==> src/core/pbus_defines.svh <==
// Constants shared by both ends of the processor bus link
`ifndef PBUS_DEFINES_SVH
`define PBUS_DEFINES_SVH
`define PB_ADDR_W 32
`define PB_DATA_W 64
`define PB_APAR_W 4
`define PB_DPAR_W 8
`define PB_TSIZ_W 4
`define PB_TT_W 5
`define PB_BURST_BEATS 3'h4
`define PROC_BUS_CLOCK_MHZ 25
`define PLL_RANGE_STRAP_SPLIT_MHZ 50
`define PB_TT_READ_BIT 3
`define PB_TT_COHERENT_BIT 0
`endif

==> src/core/pbus_pkg.sv <==
// Types shared by both ends of the processor bus link
package pbus_pkg;
	typedef enum logic [4:0]
	{
		ST_IDLE = 5'h01,
		ST_REQ = 5'h02,
		ST_ADDR = 5'h04,
		ST_DATA = 5'h08,
		ST_DONE = 5'h10
	} mst_state_t;
	typedef enum logic [2:0]
	{
		SL_IDLE = 3'h1,
		SL_DATA = 3'h2,
		SL_ERR = 3'h4
	} slv_state_t;
endpackage : pbus_pkg

==> src/core/pbus_if.sv <==
// Processor bus wires joining bridge end and processor end
`timescale 1ns/100ps
`default_nettype none
`include "pbus_defines.svh"
interface pbus_if;
	// Resolved wire levels
	logic ts_n, aack_n, artry_n, tbst_n, ta_n, tea_n, dval_n;
	logic dbb_n, ci_n, gbl_n, br1_n, bg1_n, dbg1_n, rst_n;
	logic [`PB_ADDR_W-1:0] addr;
	logic [`PB_APAR_W-1:0] ap;
	logic [`PB_DATA_W-1:0] data;
	logic [`PB_DPAR_W-1:0] dp;
	logic [`PB_TSIZ_W-1:0] tsiz;
	logic [`PB_TT_W-1:0] tt;
	// Bridge drive values and enables
	logic b_ts_n, b_aack_n, b_artry_n, b_tbst_n, b_ta_n, b_tea_n, b_dval_n;
	logic b_dbb_n, b_ci_n, b_gbl_n, b_br1_n, b_bg1_n, b_dbg1_n, b_rst_n;
	logic b_addr_oe, b_data_oe, b_resp_oe, b_dresp_oe, b_arb_oe, b_rst_oe;
	logic [1:0] b_bg_ext_n, b_dbg_ext_n, br_ext_n;
	logic [`PB_ADDR_W-1:0] b_addr;
	logic [`PB_APAR_W-1:0] b_ap;
	logic [`PB_DATA_W-1:0] b_data;
	logic [`PB_DPAR_W-1:0] b_dp;
	logic [`PB_TSIZ_W-1:0] b_tsiz;
	logic [`PB_TT_W-1:0] b_tt;
	// Processor drive values and enables
	logic p_ts_n, p_tbst_n, p_ta_n, p_tea_n, p_dval_n, p_aack_n, p_artry_n;
	logic p_dbb_n, p_br1_n, p_rst_n;
	logic p_addr_oe, p_data_oe, p_resp_oe, p_dresp_oe, p_br_oe, p_rst_oe;
	logic [`PB_ADDR_W-1:0] p_addr;
	logic [`PB_APAR_W-1:0] p_ap;
	logic [`PB_DATA_W-1:0] p_data;
	logic [`PB_DPAR_W-1:0] p_dp;
	logic [`PB_TSIZ_W-1:0] p_tsiz;
	logic [`PB_TT_W-1:0] p_tt;
	modport bridge
	(
		input ts_n, aack_n, artry_n, tbst_n, ta_n, tea_n, dval_n, dbb_n,
		input br1_n, bg1_n, dbg1_n, rst_n, addr, data, tsiz, tt, br_ext_n,
		output b_ts_n, b_aack_n, b_artry_n, b_tbst_n, b_ta_n, b_tea_n,
		output b_dval_n, b_dbb_n, b_ci_n, b_gbl_n, b_br1_n, b_bg1_n,
		output b_dbg1_n, b_rst_n, b_addr_oe, b_data_oe, b_resp_oe,
		output b_dresp_oe, b_arb_oe, b_rst_oe, b_bg_ext_n, b_dbg_ext_n,
		output b_addr, b_ap, b_data, b_dp, b_tsiz, b_tt
	);
	modport processor
	(
		input ts_n, aack_n, artry_n, tbst_n, ta_n, tea_n, dval_n, dbb_n,
		input bg1_n, dbg1_n, rst_n, addr, data, tsiz, tt, ci_n, gbl_n,
		output p_ts_n, p_tbst_n, p_ta_n, p_tea_n, p_dval_n, p_aack_n,
		output p_artry_n, p_dbb_n, p_br1_n, p_rst_n, p_addr_oe, p_data_oe,
		output p_resp_oe, p_dresp_oe, p_br_oe, p_rst_oe, p_addr, p_ap,
		output p_data, p_dp, p_tsiz, p_tt
	);
endinterface : pbus_if
`default_nettype wire

==> src/core/pbus_bridge_end.sv <==
// Bridge end: processor bus master/slave with internal or external arbiter
`timescale 1ns/100ps
`default_nettype none
`include "pbus_defines.svh"
// How it works
// Slave asserts address acknowledge ending address tenure
// Retry makes the master abandon and retry
// Address master drives address parity lines
// Address bus driven only while bridge masters
// First address grant: input external, output internal
// Extra address grants are internal-arbiter outputs
// First request: output external, input internal
// External masters request on extra request inputs
// Bridge master drives cache inhibit
// Everything synchronous to one bus clock
// Data bus owner asserts data bus busy
// First data grant direction follows arbiter choice
// Slave drives data parity reads, master writes
// Data valid only with valid beat
// Fast-clock strap sampled at power-up
// Coherent bridge transfers assert global
// Reset-config strobe loads power-up options
// Reset direction strap drives reset line low
// One acknowledge per beat, burst four
// Master marks bursts with burst marker
// Bus errors signalled with transfer error
// Transfer start marks address tenure with qualifiers
// Little-endian slave errors misaligned sizes
// Internal arbiter grants at most one each
module pbus_bridge_end
(
	input wire logic core_clk_i,
	input wire logic reset_n_i,
	pbus_if.bridge bus,
	input wire logic internal_arb_i,
	input wire logic little_endian_i,
	input wire logic reset_direction_strap_i,
	input wire logic pll_range_strap_i,
	output logic pll_fast_range_o,
	output logic options_loaded_o,
	input wire logic mst_valid_i,
	output logic mst_ready_o,
	input wire logic [`PB_ADDR_W-1:0] mst_addr_i,
	input wire logic [`PB_TSIZ_W-1:0] mst_size_i,
	input wire logic [`PB_TT_W-1:0] mst_type_i,
	input wire logic mst_burst_i,
	input wire logic mst_inhibit_i,
	input wire logic [`PB_DATA_W-1:0] mst_wdata_i,
	output logic mst_done_o,
	output logic mst_err_o,
	output logic [`PB_DATA_W-1:0] mst_rdata_o,
	output logic slv_wvalid_o,
	output logic [`PB_ADDR_W-1:0] slv_addr_o,
	output logic [`PB_DATA_W-1:0] slv_wdata_o,
	input wire logic [`PB_DATA_W-1:0] slv_rdata_i
);
	pbus_pkg::mst_state_t st_ff, nxt_st;
	pbus_pkg::slv_state_t sl_ff, nxt_sl;
	logic [2:0] beat_ff, nxt_beat, sl_left_ff, nxt_sl_left;
	logic [`PB_ADDR_W-1:0] addr_ff, nxt_addr, sl_addr_ff, nxt_sl_addr;
	logic [`PB_TSIZ_W-1:0] size_ff, nxt_size;
	logic [`PB_TT_W-1:0] type_ff, nxt_type;
	logic burst_ff, nxt_burst, inh_ff, nxt_inh, done_ff, nxt_done;
	logic err_ff, nxt_err, sl_rd_ff, nxt_sl_rd, sl_wv_ff, nxt_sl_wv;
	logic [`PB_DATA_W-1:0] wdata_ff, nxt_wdata, rdata_ff, nxt_rdata;
	logic [`PB_DATA_W-1:0] sl_wdata_ff, nxt_sl_wdata;
	logic fast_ff, nxt_fast, loaded_ff, nxt_loaded;
	logic [2:0] abg_ff, nxt_abg, dbg_ff, nxt_dbg;
	logic [2:0] reqs;
	logic addr_granted, data_granted, is_read, sl_start;

	////////////////////////////////////////////////////////////////////
	// Internal arbiter, fixed priority, one grant of each kind
	assign reqs = {!bus.br_ext_n[1], !bus.br_ext_n[0], !bus.br1_n};
	always_comb
	begin
		nxt_abg = 3'h0;
		nxt_dbg = dbg_ff;
		if (internal_arb_i && bus.dbb_n && st_ff == pbus_pkg::ST_IDLE)
		begin
			if (reqs[0])
				nxt_abg = 3'h1;
			else if (reqs[1])
				nxt_abg = 3'h2;
			else if (reqs[2])
				nxt_abg = 3'h4;
		end
		// Data grant follows the address grant holder
		if (!internal_arb_i)
			nxt_dbg = 3'h0;
		else if (abg_ff != 3'h0)
			nxt_dbg = abg_ff;
		else if (bus.dbb_n && bus.ts_n)
			nxt_dbg = 3'h0;
	end
	// Bridge owns the bus itself when internal arbiter is idle
	assign addr_granted = internal_arb_i ? (reqs == 3'h0 && abg_ff == 3'h0)
		: !bus.bg1_n;
	assign data_granted = internal_arb_i ? 1'b1 : !bus.dbg1_n;

	////////////////////////////////////////////////////////////////////
	// Master sequencing
	assign is_read = type_ff[`PB_TT_READ_BIT];
	always_comb
	begin
		nxt_st = st_ff;
		{nxt_beat, nxt_addr, nxt_size, nxt_type} =
			{beat_ff, addr_ff, size_ff, type_ff};
		{nxt_burst, nxt_inh, nxt_wdata, nxt_rdata} =
			{burst_ff, inh_ff, wdata_ff, rdata_ff};
		{nxt_done, nxt_err} = 2'h0;
		case (st_ff)
			pbus_pkg::ST_IDLE:
				if (mst_valid_i && loaded_ff)
				begin
					nxt_addr = mst_addr_i;
					nxt_size = mst_size_i;
					nxt_type = mst_type_i;
					nxt_burst = mst_burst_i;
					nxt_inh = mst_inhibit_i;
					nxt_wdata = mst_wdata_i;
					nxt_st = pbus_pkg::ST_REQ;
				end
			pbus_pkg::ST_REQ:
				if (addr_granted && bus.dbb_n && sl_ff == pbus_pkg::SL_IDLE)
					nxt_st = pbus_pkg::ST_ADDR;
			pbus_pkg::ST_ADDR:
				if (!bus.artry_n)
					nxt_st = pbus_pkg::ST_REQ; // Abandon, retry later
				else if (!bus.aack_n)
				begin
					nxt_beat = 3'h0;
					nxt_st = pbus_pkg::ST_DATA;
				end
			pbus_pkg::ST_DATA:
				if (!bus.artry_n)
					nxt_st = pbus_pkg::ST_REQ;
				else if (!bus.tea_n)
				begin
					nxt_err = 1'b1;
					nxt_st = pbus_pkg::ST_DONE;
				end
				else if (!bus.ta_n && data_granted)
				begin
					if (is_read)
						nxt_rdata = bus.data;
					nxt_beat = beat_ff + 3'h1;
					if (!burst_ff || beat_ff == `PB_BURST_BEATS - 3'h1)
					begin
						nxt_done = 1'b1;
						nxt_st = pbus_pkg::ST_DONE;
					end
				end
			pbus_pkg::ST_DONE:
				nxt_st = pbus_pkg::ST_IDLE;
			default:
				nxt_st = pbus_pkg::ST_IDLE;
		endcase
	end

	////////////////////////////////////////////////////////////////////
	// Slave: acknowledge the address, then beats or an error
	assign sl_start = !bus.ts_n && st_ff != pbus_pkg::ST_ADDR &&
		sl_ff == pbus_pkg::SL_IDLE;
	always_comb
	begin
		nxt_sl = sl_ff;
		nxt_sl_left = sl_left_ff;
		nxt_sl_rd = sl_rd_ff;
		nxt_sl_addr = sl_addr_ff;
		nxt_sl_wdata = sl_wdata_ff;
		nxt_sl_wv = 1'b0;
		case (sl_ff)
			pbus_pkg::SL_IDLE:
				if (sl_start)
				begin
					nxt_sl_rd = bus.tt[`PB_TT_READ_BIT];
					nxt_sl_addr = bus.addr;
					nxt_sl_left = bus.tbst_n ? 3'h1 : `PB_BURST_BEATS;
					if (little_endian_i && (bus.tsiz inside {4'h3, 4'h5,
						4'h6, 4'h7} || (bus.tsiz == 4'h2 && bus.addr[0])))
						nxt_sl = pbus_pkg::SL_ERR;
					else
						nxt_sl = pbus_pkg::SL_DATA;
				end
			pbus_pkg::SL_DATA:
			begin
				if (!sl_rd_ff)
				begin
					nxt_sl_wdata = bus.data;
					nxt_sl_wv = 1'b1;
				end
				nxt_sl_left = sl_left_ff - 3'h1;
				if (sl_left_ff == 3'h1)
					nxt_sl = pbus_pkg::SL_IDLE;
			end
			pbus_pkg::SL_ERR:
				nxt_sl = pbus_pkg::SL_IDLE;
			default:
				nxt_sl = pbus_pkg::SL_IDLE;
		endcase
	end

	// Straps caught on the clock while the shared reset line is low
	always_comb
	begin
		nxt_fast = fast_ff;
		nxt_loaded = loaded_ff;
		if (!bus.rst_n)
		begin
			nxt_fast = pll_range_strap_i;
			nxt_loaded = 1'b1;
		end
	end

	// All state registered on the single bus clock
	always_ff @(posedge core_clk_i)
	begin
		if (!reset_n_i)
		begin
			st_ff <= pbus_pkg::ST_IDLE;
			sl_ff <= pbus_pkg::SL_IDLE;
			{beat_ff, sl_left_ff, abg_ff, dbg_ff} <= 12'h000;
			{addr_ff, sl_addr_ff} <= 64'h0;
			size_ff <= 4'h0;
			type_ff <= 5'h00;
			{burst_ff, inh_ff, done_ff, err_ff, sl_rd_ff, sl_wv_ff} <= 6'h00;
			{wdata_ff, rdata_ff, sl_wdata_ff} <= 192'h0;
			fast_ff <= nxt_fast;
			loaded_ff <= !bus.rst_n; // Strap drive during reset loads
		end
		else
		begin
			st_ff <= nxt_st;
			sl_ff <= nxt_sl;
			{beat_ff, sl_left_ff, abg_ff, dbg_ff} <=
				{nxt_beat, nxt_sl_left, nxt_abg, nxt_dbg};
			{addr_ff, sl_addr_ff} <= {nxt_addr, nxt_sl_addr};
			size_ff <= nxt_size;
			type_ff <= nxt_type;
			{burst_ff, inh_ff, done_ff, err_ff, sl_rd_ff, sl_wv_ff} <=
				{nxt_burst, nxt_inh, nxt_done, nxt_err, nxt_sl_rd, nxt_sl_wv};
			{wdata_ff, rdata_ff, sl_wdata_ff} <=
				{nxt_wdata, nxt_rdata, nxt_sl_wdata};
			fast_ff <= nxt_fast;
			loaded_ff <= nxt_loaded;
		end
	end

	////////////////////////////////////////////////////////////////////
	// Pin drive
	assign mst_ready_o = (st_ff == pbus_pkg::ST_IDLE) && loaded_ff;
	assign mst_done_o = done_ff;
	assign mst_err_o = err_ff;
	assign mst_rdata_o = rdata_ff;
	assign slv_wvalid_o = sl_wv_ff;
	assign slv_addr_o = sl_addr_ff;
	assign slv_wdata_o = sl_wdata_ff;
	assign pll_fast_range_o = fast_ff;
	assign options_loaded_o = loaded_ff;
	// Arbitration pins swap direction with the arbiter choice
	assign bus.b_arb_oe = internal_arb_i;
	assign bus.b_bg1_n = !abg_ff[0];
	assign bus.b_bg_ext_n = internal_arb_i ? ~abg_ff[2:1] : 2'h3;
	assign bus.b_dbg1_n = !dbg_ff[0];
	assign bus.b_dbg_ext_n = internal_arb_i ? ~dbg_ff[2:1] : 2'h3;
	assign bus.b_br1_n = !(st_ff == pbus_pkg::ST_REQ);
	// Address tenure
	assign bus.b_addr_oe = (st_ff == pbus_pkg::ST_ADDR);
	assign bus.b_addr = addr_ff;
	assign bus.b_ap = {^addr_ff[31:24], ^addr_ff[23:16], ^addr_ff[15:8],
		^addr_ff[7:0]};
	// Start is one cycle: the slave answers in the same cycle
	assign bus.b_ts_n = !(st_ff == pbus_pkg::ST_ADDR);
	assign bus.b_tsiz = size_ff;
	assign bus.b_tt = type_ff;
	assign bus.b_tbst_n = !burst_ff;
	assign bus.b_ci_n = !inh_ff;
	assign bus.b_gbl_n = !type_ff[`PB_TT_COHERENT_BIT];
	assign bus.b_dbb_n = !(st_ff == pbus_pkg::ST_DATA);
	// Data: master writes, slave reads, parity follows the driver
	assign bus.b_data_oe = (st_ff == pbus_pkg::ST_DATA && !is_read) ||
		(sl_ff == pbus_pkg::SL_DATA && sl_rd_ff);
	assign bus.b_data = (sl_ff == pbus_pkg::SL_DATA) ? slv_rdata_i :
		wdata_ff;
	for (genvar g = 0; g < `PB_DPAR_W; g++)
	begin : g_dpar
		assign bus.b_dp[g] = ^bus.b_data[g*8 +: 8];
	end
	// Slave answers
	assign bus.b_resp_oe = sl_start || sl_ff != pbus_pkg::SL_IDLE;
	assign bus.b_aack_n = !sl_start;
	assign bus.b_artry_n = 1'b1;
	assign bus.b_dresp_oe = sl_ff != pbus_pkg::SL_IDLE;
	assign bus.b_ta_n = !(sl_ff == pbus_pkg::SL_DATA);
	assign bus.b_tea_n = !(sl_ff == pbus_pkg::SL_ERR);
	assign bus.b_dval_n = !(sl_ff == pbus_pkg::SL_DATA && sl_rd_ff);
	// Reset line pulled low during reset only when strap says so
	assign bus.b_rst_oe = !reset_n_i && reset_direction_strap_i;
	assign bus.b_rst_n = 1'b0;
endmodule : pbus_bridge_end
`default_nettype wire

==> src/flat_wrapper.sv <==
// flat-port wrapper written by rule: the top's interface ports become plain ports
module pbus_bridge_end_flat 
  (core_clk_i, reset_n_i, internal_arb_i, little_endian_i, reset_direction_strap_i, pll_range_strap_i, pll_fast_range_o, options_loaded_o, mst_valid_i, mst_ready_o, mst_addr_i, mst_size_i, mst_type_i, mst_burst_i, mst_inhibit_i, mst_wdata_i, mst_done_o, mst_err_o, mst_rdata_o, slv_wvalid_o, slv_addr_o, slv_wdata_o, slv_rdata_i, bus_ts_n, bus_aack_n, bus_artry_n, bus_tbst_n, bus_ta_n, bus_tea_n, bus_dval_n, bus_dbb_n, bus_br1_n, bus_bg1_n, bus_dbg1_n, bus_rst_n, bus_addr, bus_data, bus_tsiz, bus_tt, bus_br_ext_n, bus_b_ts_n, bus_b_aack_n, bus_b_artry_n, bus_b_tbst_n, bus_b_ta_n, bus_b_tea_n, bus_b_dval_n, bus_b_dbb_n, bus_b_ci_n, bus_b_gbl_n, bus_b_br1_n, bus_b_bg1_n, bus_b_dbg1_n, bus_b_rst_n, bus_b_addr_oe, bus_b_data_oe, bus_b_resp_oe, bus_b_dresp_oe, bus_b_arb_oe, bus_b_rst_oe, bus_b_bg_ext_n, bus_b_dbg_ext_n, bus_b_addr, bus_b_ap, bus_b_data, bus_b_dp, bus_b_tsiz, bus_b_tt);
  pbus_if bus_i ();
  input wire logic core_clk_i;
  input wire logic reset_n_i;
  input wire logic internal_arb_i;
  input wire logic little_endian_i;
  input wire logic reset_direction_strap_i;
  input wire logic pll_range_strap_i;
  output logic pll_fast_range_o;
  output logic options_loaded_o;
  input wire logic mst_valid_i;
  output logic mst_ready_o;
  input wire logic [`PB_ADDR_W-1:0] mst_addr_i;
  input wire logic [`PB_TSIZ_W-1:0] mst_size_i;
  input wire logic [`PB_TT_W-1:0] mst_type_i;
  input wire logic mst_burst_i;
  input wire logic mst_inhibit_i;
  input wire logic [`PB_DATA_W-1:0] mst_wdata_i;
  output logic mst_done_o;
  output logic mst_err_o;
  output logic [`PB_DATA_W-1:0] mst_rdata_o;
  output logic slv_wvalid_o;
  output logic [`PB_ADDR_W-1:0] slv_addr_o;
  output logic [`PB_DATA_W-1:0] slv_wdata_o;
  input wire logic [`PB_DATA_W-1:0] slv_rdata_i;
  input wire logic [$bits(bus_i.ts_n)-1:0] bus_ts_n;
  input wire logic [$bits(bus_i.aack_n)-1:0] bus_aack_n;
  input wire logic [$bits(bus_i.artry_n)-1:0] bus_artry_n;
  input wire logic [$bits(bus_i.tbst_n)-1:0] bus_tbst_n;
  input wire logic [$bits(bus_i.ta_n)-1:0] bus_ta_n;
  input wire logic [$bits(bus_i.tea_n)-1:0] bus_tea_n;
  input wire logic [$bits(bus_i.dval_n)-1:0] bus_dval_n;
  input wire logic [$bits(bus_i.dbb_n)-1:0] bus_dbb_n;
  input wire logic [$bits(bus_i.br1_n)-1:0] bus_br1_n;
  input wire logic [$bits(bus_i.bg1_n)-1:0] bus_bg1_n;
  input wire logic [$bits(bus_i.dbg1_n)-1:0] bus_dbg1_n;
  input wire logic [$bits(bus_i.rst_n)-1:0] bus_rst_n;
  input wire logic [$bits(bus_i.addr)-1:0] bus_addr;
  input wire logic [$bits(bus_i.data)-1:0] bus_data;
  input wire logic [$bits(bus_i.tsiz)-1:0] bus_tsiz;
  input wire logic [$bits(bus_i.tt)-1:0] bus_tt;
  input wire logic [$bits(bus_i.br_ext_n)-1:0] bus_br_ext_n;
  output wire logic [$bits(bus_i.b_ts_n)-1:0] bus_b_ts_n;
  output wire logic [$bits(bus_i.b_aack_n)-1:0] bus_b_aack_n;
  output wire logic [$bits(bus_i.b_artry_n)-1:0] bus_b_artry_n;
  output wire logic [$bits(bus_i.b_tbst_n)-1:0] bus_b_tbst_n;
  output wire logic [$bits(bus_i.b_ta_n)-1:0] bus_b_ta_n;
  output wire logic [$bits(bus_i.b_tea_n)-1:0] bus_b_tea_n;
  output wire logic [$bits(bus_i.b_dval_n)-1:0] bus_b_dval_n;
  output wire logic [$bits(bus_i.b_dbb_n)-1:0] bus_b_dbb_n;
  output wire logic [$bits(bus_i.b_ci_n)-1:0] bus_b_ci_n;
  output wire logic [$bits(bus_i.b_gbl_n)-1:0] bus_b_gbl_n;
  output wire logic [$bits(bus_i.b_br1_n)-1:0] bus_b_br1_n;
  output wire logic [$bits(bus_i.b_bg1_n)-1:0] bus_b_bg1_n;
  output wire logic [$bits(bus_i.b_dbg1_n)-1:0] bus_b_dbg1_n;
  output wire logic [$bits(bus_i.b_rst_n)-1:0] bus_b_rst_n;
  output wire logic [$bits(bus_i.b_addr_oe)-1:0] bus_b_addr_oe;
  output wire logic [$bits(bus_i.b_data_oe)-1:0] bus_b_data_oe;
  output wire logic [$bits(bus_i.b_resp_oe)-1:0] bus_b_resp_oe;
  output wire logic [$bits(bus_i.b_dresp_oe)-1:0] bus_b_dresp_oe;
  output wire logic [$bits(bus_i.b_arb_oe)-1:0] bus_b_arb_oe;
  output wire logic [$bits(bus_i.b_rst_oe)-1:0] bus_b_rst_oe;
  output wire logic [$bits(bus_i.b_bg_ext_n)-1:0] bus_b_bg_ext_n;
  output wire logic [$bits(bus_i.b_dbg_ext_n)-1:0] bus_b_dbg_ext_n;
  output wire logic [$bits(bus_i.b_addr)-1:0] bus_b_addr;
  output wire logic [$bits(bus_i.b_ap)-1:0] bus_b_ap;
  output wire logic [$bits(bus_i.b_data)-1:0] bus_b_data;
  output wire logic [$bits(bus_i.b_dp)-1:0] bus_b_dp;
  output wire logic [$bits(bus_i.b_tsiz)-1:0] bus_b_tsiz;
  output wire logic [$bits(bus_i.b_tt)-1:0] bus_b_tt;
  assign bus_i.ts_n = bus_ts_n;
  assign bus_i.aack_n = bus_aack_n;
  assign bus_i.artry_n = bus_artry_n;
  assign bus_i.tbst_n = bus_tbst_n;
  assign bus_i.ta_n = bus_ta_n;
  assign bus_i.tea_n = bus_tea_n;
  assign bus_i.dval_n = bus_dval_n;
  assign bus_i.dbb_n = bus_dbb_n;
  assign bus_i.br1_n = bus_br1_n;
  assign bus_i.bg1_n = bus_bg1_n;
  assign bus_i.dbg1_n = bus_dbg1_n;
  assign bus_i.rst_n = bus_rst_n;
  assign bus_i.addr = bus_addr;
  assign bus_i.data = bus_data;
  assign bus_i.tsiz = bus_tsiz;
  assign bus_i.tt = bus_tt;
  assign bus_i.br_ext_n = bus_br_ext_n;
  assign bus_b_ts_n = bus_i.b_ts_n;
  assign bus_b_aack_n = bus_i.b_aack_n;
  assign bus_b_artry_n = bus_i.b_artry_n;
  assign bus_b_tbst_n = bus_i.b_tbst_n;
  assign bus_b_ta_n = bus_i.b_ta_n;
  assign bus_b_tea_n = bus_i.b_tea_n;
  assign bus_b_dval_n = bus_i.b_dval_n;
  assign bus_b_dbb_n = bus_i.b_dbb_n;
  assign bus_b_ci_n = bus_i.b_ci_n;
  assign bus_b_gbl_n = bus_i.b_gbl_n;
  assign bus_b_br1_n = bus_i.b_br1_n;
  assign bus_b_bg1_n = bus_i.b_bg1_n;
  assign bus_b_dbg1_n = bus_i.b_dbg1_n;
  assign bus_b_rst_n = bus_i.b_rst_n;
  assign bus_b_addr_oe = bus_i.b_addr_oe;
  assign bus_b_data_oe = bus_i.b_data_oe;
  assign bus_b_resp_oe = bus_i.b_resp_oe;
  assign bus_b_dresp_oe = bus_i.b_dresp_oe;
  assign bus_b_arb_oe = bus_i.b_arb_oe;
  assign bus_b_rst_oe = bus_i.b_rst_oe;
  assign bus_b_bg_ext_n = bus_i.b_bg_ext_n;
  assign bus_b_dbg_ext_n = bus_i.b_dbg_ext_n;
  assign bus_b_addr = bus_i.b_addr;
  assign bus_b_ap = bus_i.b_ap;
  assign bus_b_data = bus_i.b_data;
  assign bus_b_dp = bus_i.b_dp;
  assign bus_b_tsiz = bus_i.b_tsiz;
  assign bus_b_tt = bus_i.b_tt;
  pbus_bridge_end u_core (.core_clk_i(core_clk_i), .reset_n_i(reset_n_i), .bus(bus_i), .internal_arb_i(internal_arb_i), .little_endian_i(little_endian_i), .reset_direction_strap_i(reset_direction_strap_i), .pll_range_strap_i(pll_range_strap_i), .pll_fast_range_o(pll_fast_range_o), .options_loaded_o(options_loaded_o), .mst_valid_i(mst_valid_i), .mst_ready_o(mst_ready_o), .mst_addr_i(mst_addr_i), .mst_size_i(mst_size_i), .mst_type_i(mst_type_i), .mst_burst_i(mst_burst_i), .mst_inhibit_i(mst_inhibit_i), .mst_wdata_i(mst_wdata_i), .mst_done_o(mst_done_o), .mst_err_o(mst_err_o), .mst_rdata_o(mst_rdata_o), .slv_wvalid_o(slv_wvalid_o), .slv_addr_o(slv_addr_o), .slv_wdata_o(slv_wdata_o), .slv_rdata_i(slv_rdata_i));
endmodule
==> config.mk <==
export PLATFORM = sky130hd
export DESIGN_NAME = pbus_bridge_end_flat
export DESIGN_NICKNAME = d
export VERILOG_FILES = /design/src/core/pbus_pkg.sv /design/src/core/pbus_if.sv /design/src/core/pbus_bridge_end.sv /design/src/flat_wrapper.sv
export VERILOG_INCLUDE_DIRS = /design/src /design/src/core
export SDC_FILE = /design/constraint.sdc
export NUM_CORES = 1
export LEC_CHECK = 0
export BUFFER_PORTS_ARGS = -buffer_cell sky130_fd_sc_hd__buf_2
export CELL_PAD_IN_SITES_DETAIL_PLACEMENT = 0
export CELL_PAD_IN_SITES_GLOBAL_PLACEMENT = 1
export CORE_AREA = 4 4 232 234
export CTS_BUF_LIST = sky130_fd_sc_hd__clkbuf_8
export DETAILED_ROUTE_END_ITERATION = 16
export DIE_AREA = 0 0 236 238
export MAX_ROUTING_LAYER = met4
export PLACE_DENSITY = 0.71
export SLEW_MARGIN = 40
export SYNTH_ARGS = -nofsm -noshare
export SYNTH_HDL_FRONTEND = slang
export SYNTH_SLANG_ARGS = --single-unit
==> constraint.sdc <==
create_clock -name core_clk_i -period 4.25 [get_ports core_clk_i]
set_input_delay 0.6375 -clock core_clk_i [delete_from_list [all_inputs] [get_ports core_clk_i]]
set_output_delay 0.6375 -clock core_clk_i [all_outputs]
set_load 0.005 [all_outputs]
==> summary.txt <==
Critical path
  – R2R setup slack: around 1.5 ns
  – Worst reg2reg endpoint: u_core.bus.b_tt[4]
  – CP Class: reg2out
  – Worst-path fanout max: 50
  – Critical Path RT: 3.61 ns
  – Critical path, cell by cell: nor3b_4 > inv_2 > buf_4 > nand2_1 > nand2_1 > buf_2
  – Reg2reg path depth: 6
  – Worst r2r src: u_core.st_ff[3]
  – Critical Path Most Common Cell: nand2_1
  – Max incr delay on CP: 0.57 ns
  – Setup crit end kind: output port
  – Buffer and inverter count on the worst path: 3
  – CP max-delay cell: buf_4
  – Worst EP arrival: roughly 2.7 ns
  – CP startpoint kind: flop
  – Delay-heaviest family, CP: buffers and inverters

CTS
  – Sink Count: between 200 and 300
  – CTS max path bufs: 3
  – Clock Pin Slew Worst Setup and Hold Paths: 0.06 ns
  – Hold_buf cts: 0
  – Postcts setup bufs: 0
  – CTS tree: yes
  – Total CTS buffers: 54
  – H-tree Lvls: 2
  – Root Driver: clkbuf_8
  – PostCTS Resize Cnt: 0
  – Worst-Skew Late Latency: 0.61 ns

Timing
  – Fin crit share: 77.69%
  – Unrepaired setup endpoints after global routing: no
  – Fmax: between 0.3 and 0.4 GHz
  – Clock skew: roughly 0.019 ns
  – Final Hold Viols: 0
  – Slew headroom: 49.11%
  – Setup violations, final: 0
  – Final Max Slew Viols: 0
  – Least-Margin Pin Slew: about 0.76 ns
  – Min Clock Period, post-route: between 3 and 4 ns
  – Setup TNS: 0 ns

Placed design
  – Final HPWL DP: about 39 mm
  – Placed Instance Area: 0.01679 mm2
  – Count of input and output buffers: 596
  – GP Congestion: about 0.97

Cells and area
  – Filler Cells Inserted: 5679
  – Share of cells above drive strength 1: 31.96%
  – Register area: 0.005886 mm2
  – Fin nets: 2541
  – Post-route cell area: 0.01792 mm2
  – Area of the multi-input gates: 0.006828 mm2
  – Synth-to-Final Area Change: 35.03%

Die
  – Core area: 0.05202 mm2
  – Std cell rows: 84
  – Die area: 0.05617 mm2
  – Ports: 604
  – DIE WIDTH: between 200 and 250 um
  – Initial Util: 25.51%
  – Die height: between 200 and 250 um

Routing
  – Vias post-DR: 13120
  – WL final: approximately 50 mm
  – Routed Antenna Nets: 0
  – Number of vias per cell: approximately 4.4
  – DR pass1 iterations: 4
  – DRC Markers: 0
  – WL/cell: 17.20 um
  – Drt initial violations: 525

Synthesis
  – Register bit total from synthesis: 293
  – Post-synthesis net count: a little under 2000
  – Post-synth EDFFs: 2
  – Avg Inst Size Synth: 7.891 um2
  – Async SR Flop Fraction: 0%
  – Most common cell in the netlist: nand2_1
  – Cell taking the most area after synthesis: dfxtp_1
  – Sequential share of the synthesized area: 44.34%
  – Synth area leaders: dfxtp_1 44%, nand2_1 21%, a21boi_0 12%, xnor2_1 8.4%, a21boi_1 3.1%
  – Primary FF master, synth: dfxtp_1
  – Ys Warns: 0
  – Post-synth cell types: 57
  – Synthesized instance count: 1682
  – Mapped cell area: 0.01327 mm2
  – Share of the synthesized area in the top cell type: 43.89%
  – Commonest cells post-synth: 738 x nand2_1, 291 x dfxtp_1, 204 x a21boi_0, 128 x xnor2_1, 75 x clkbuf_1

Run status
  – Status: finished clean

Min path
  – Hold EP: u_core.abg_ff[2]
  – Hold Path Class: in2reg
  – Hold Crit Depth: 2
  – Hold Crit Start: bus_br_ext_n[1]

Job
  – Max capacitance violation total: 0

GRT
  – GR Util All Layers: 17.73%
  – Largest net degree at the start of global routing: 82
  – GRT overflow: 0
  – Vias in the first global route: roughly 13000
  – Initial antenna violation count: 16
  – Global-route wire length before repair: 76.73 mm

Power
  – PwrDens: about 450 mW/mm2
  – Peak supply drop: roughly 250 uV
  – Leak: between 7 and 8 nW
[routing by layer]
metal,up-vias,GRT usage [%],wire length [um]
met2,490,28.82,24190
met5,-,-,0
met1,6040,20.54,21220
li1,6508,-,-
met4,0,4.770,1126
met3,78,6.993,4907
[per-stage QoR]
stage	utilization [%]	instances	power, mW	worst slack, ns	hold WS, ns
final	34.45	2990	8.057	0.9481	0.2125
after global routing	34.41	2982	8.577	0.7563	0.1607
after CTS	34.31	2968	8.223	0.8705	0.1324
after detailed placement	32.28	2871	5.516	1.533	0.4435
after global placement	32.25	2870	5.485	1.557	0.4383
after floorplan	-	1682	4.558	2.180	0.4435
[worst max-delay path by stage]
stage | startpoint | endpoint | slack [ns] | depth (start not counted)
floorplan | u_core.st_ff[2] | bus_b_aack_n | 2.18 | 7
global placement | slv_rdata_i[41] | bus_b_dp[5] | 1.56 | 7
detailed placement | u_core.st_ff[3] | u_core.bus.b_tt[4] | 1.53 | 6
CTS | u_core.sl_ff[0] | bus_b_aack_n | 0.87 | 5
global route | u_core.sl_ff[1] | bus_b_data[10] | 0.76 | 6
finish | u_core.sl_ff[1] | bus_b_data[0] | 0.95 | 6
[registers in the layout, summed over array words and instances, names as in the netlist, 4 cells and up]
signal	flops
u_core.bus.b_addr	32
u_core.bus.b_tsiz	4
u_core.bus.b_tt	5
u_core.mst_rdata_o	64
u_core.slv_addr_o	32
u_core.slv_wdata_o	64
u_core.st_ff	5
u_core.wdata_ff	64
[worst reg2reg max path, cell delays in order, from the launching register on]
cell      delay, ns
dfxtp_1        0.35
or2_1          0.30
nor4b_4        0.51
nand3_4        0.63
buf_4          0.57
nand2_1        0.14
a21boi_0       0.09
[where the power goes]
part,internal (mW),switching [mW]
logic,0.997,1.24
clock network,1.42,1.22
registers,2.98,0.206
total,5.40,2.66
[final cells by class]
cell class | instances | area share, %
diodes | 21 | 0.2932
clock inverters | 30 | 0.7610
well taps | 688 | 4.803
multi-input cells | 1260 | 38.10
inverters | 18 | 0.4189
flip-flops and latches | 293 | 32.84
clock buffers | 67 | 5.145
repair buffers | 613 | 17.64
[layout by cell type, fill, tap and decap left out, types with 3 or more instances in the layout]
cell type and n:
diode_2 21, xnor2_1 128, buf_4 13, clkinv_1 3, nor2b_1 4, buf_2 595, and2_1 4, nor2_1 16
o21ai_0 5, o22ai_1 3, nor3_1 6, clkbuf_8 67, nand2_1 738, clkinv_2 8, or3_1 3, a21boi_0 204
nand2_2 10, xor2_1 12, dfxtp_1 291, buf_12 3, a21boi_1 54, nand3_1 3, ha_1 4, a21boi_2 10
a21oi_1 14, inv_1 31
[kinds of logic (layout without fill, tap and decap cells)]
| group | Yosys count | in the layout | share of synthesized area, % |
|---|---|---|---|
| AND/OR/NAND/NOR | 810 | 810 | 24.26 |
| flip-flops | 293 | 293 | 44.34 |
| other | 2 | 23 | 0.05658 |
| buffers and inverters | 129 | 728 | 4.515 |
| adder cells (fa/ha/maj) | 4 | 4 | 0.3771 |
| XOR/XNOR | 140 | 140 | 9.238 |
| AO/OA/AOI/OAI | 303 | 303 | 17.13 |
| multiplexers | 1 | 1 | 0.07542 |
Power figures use the tool's default switching activity.
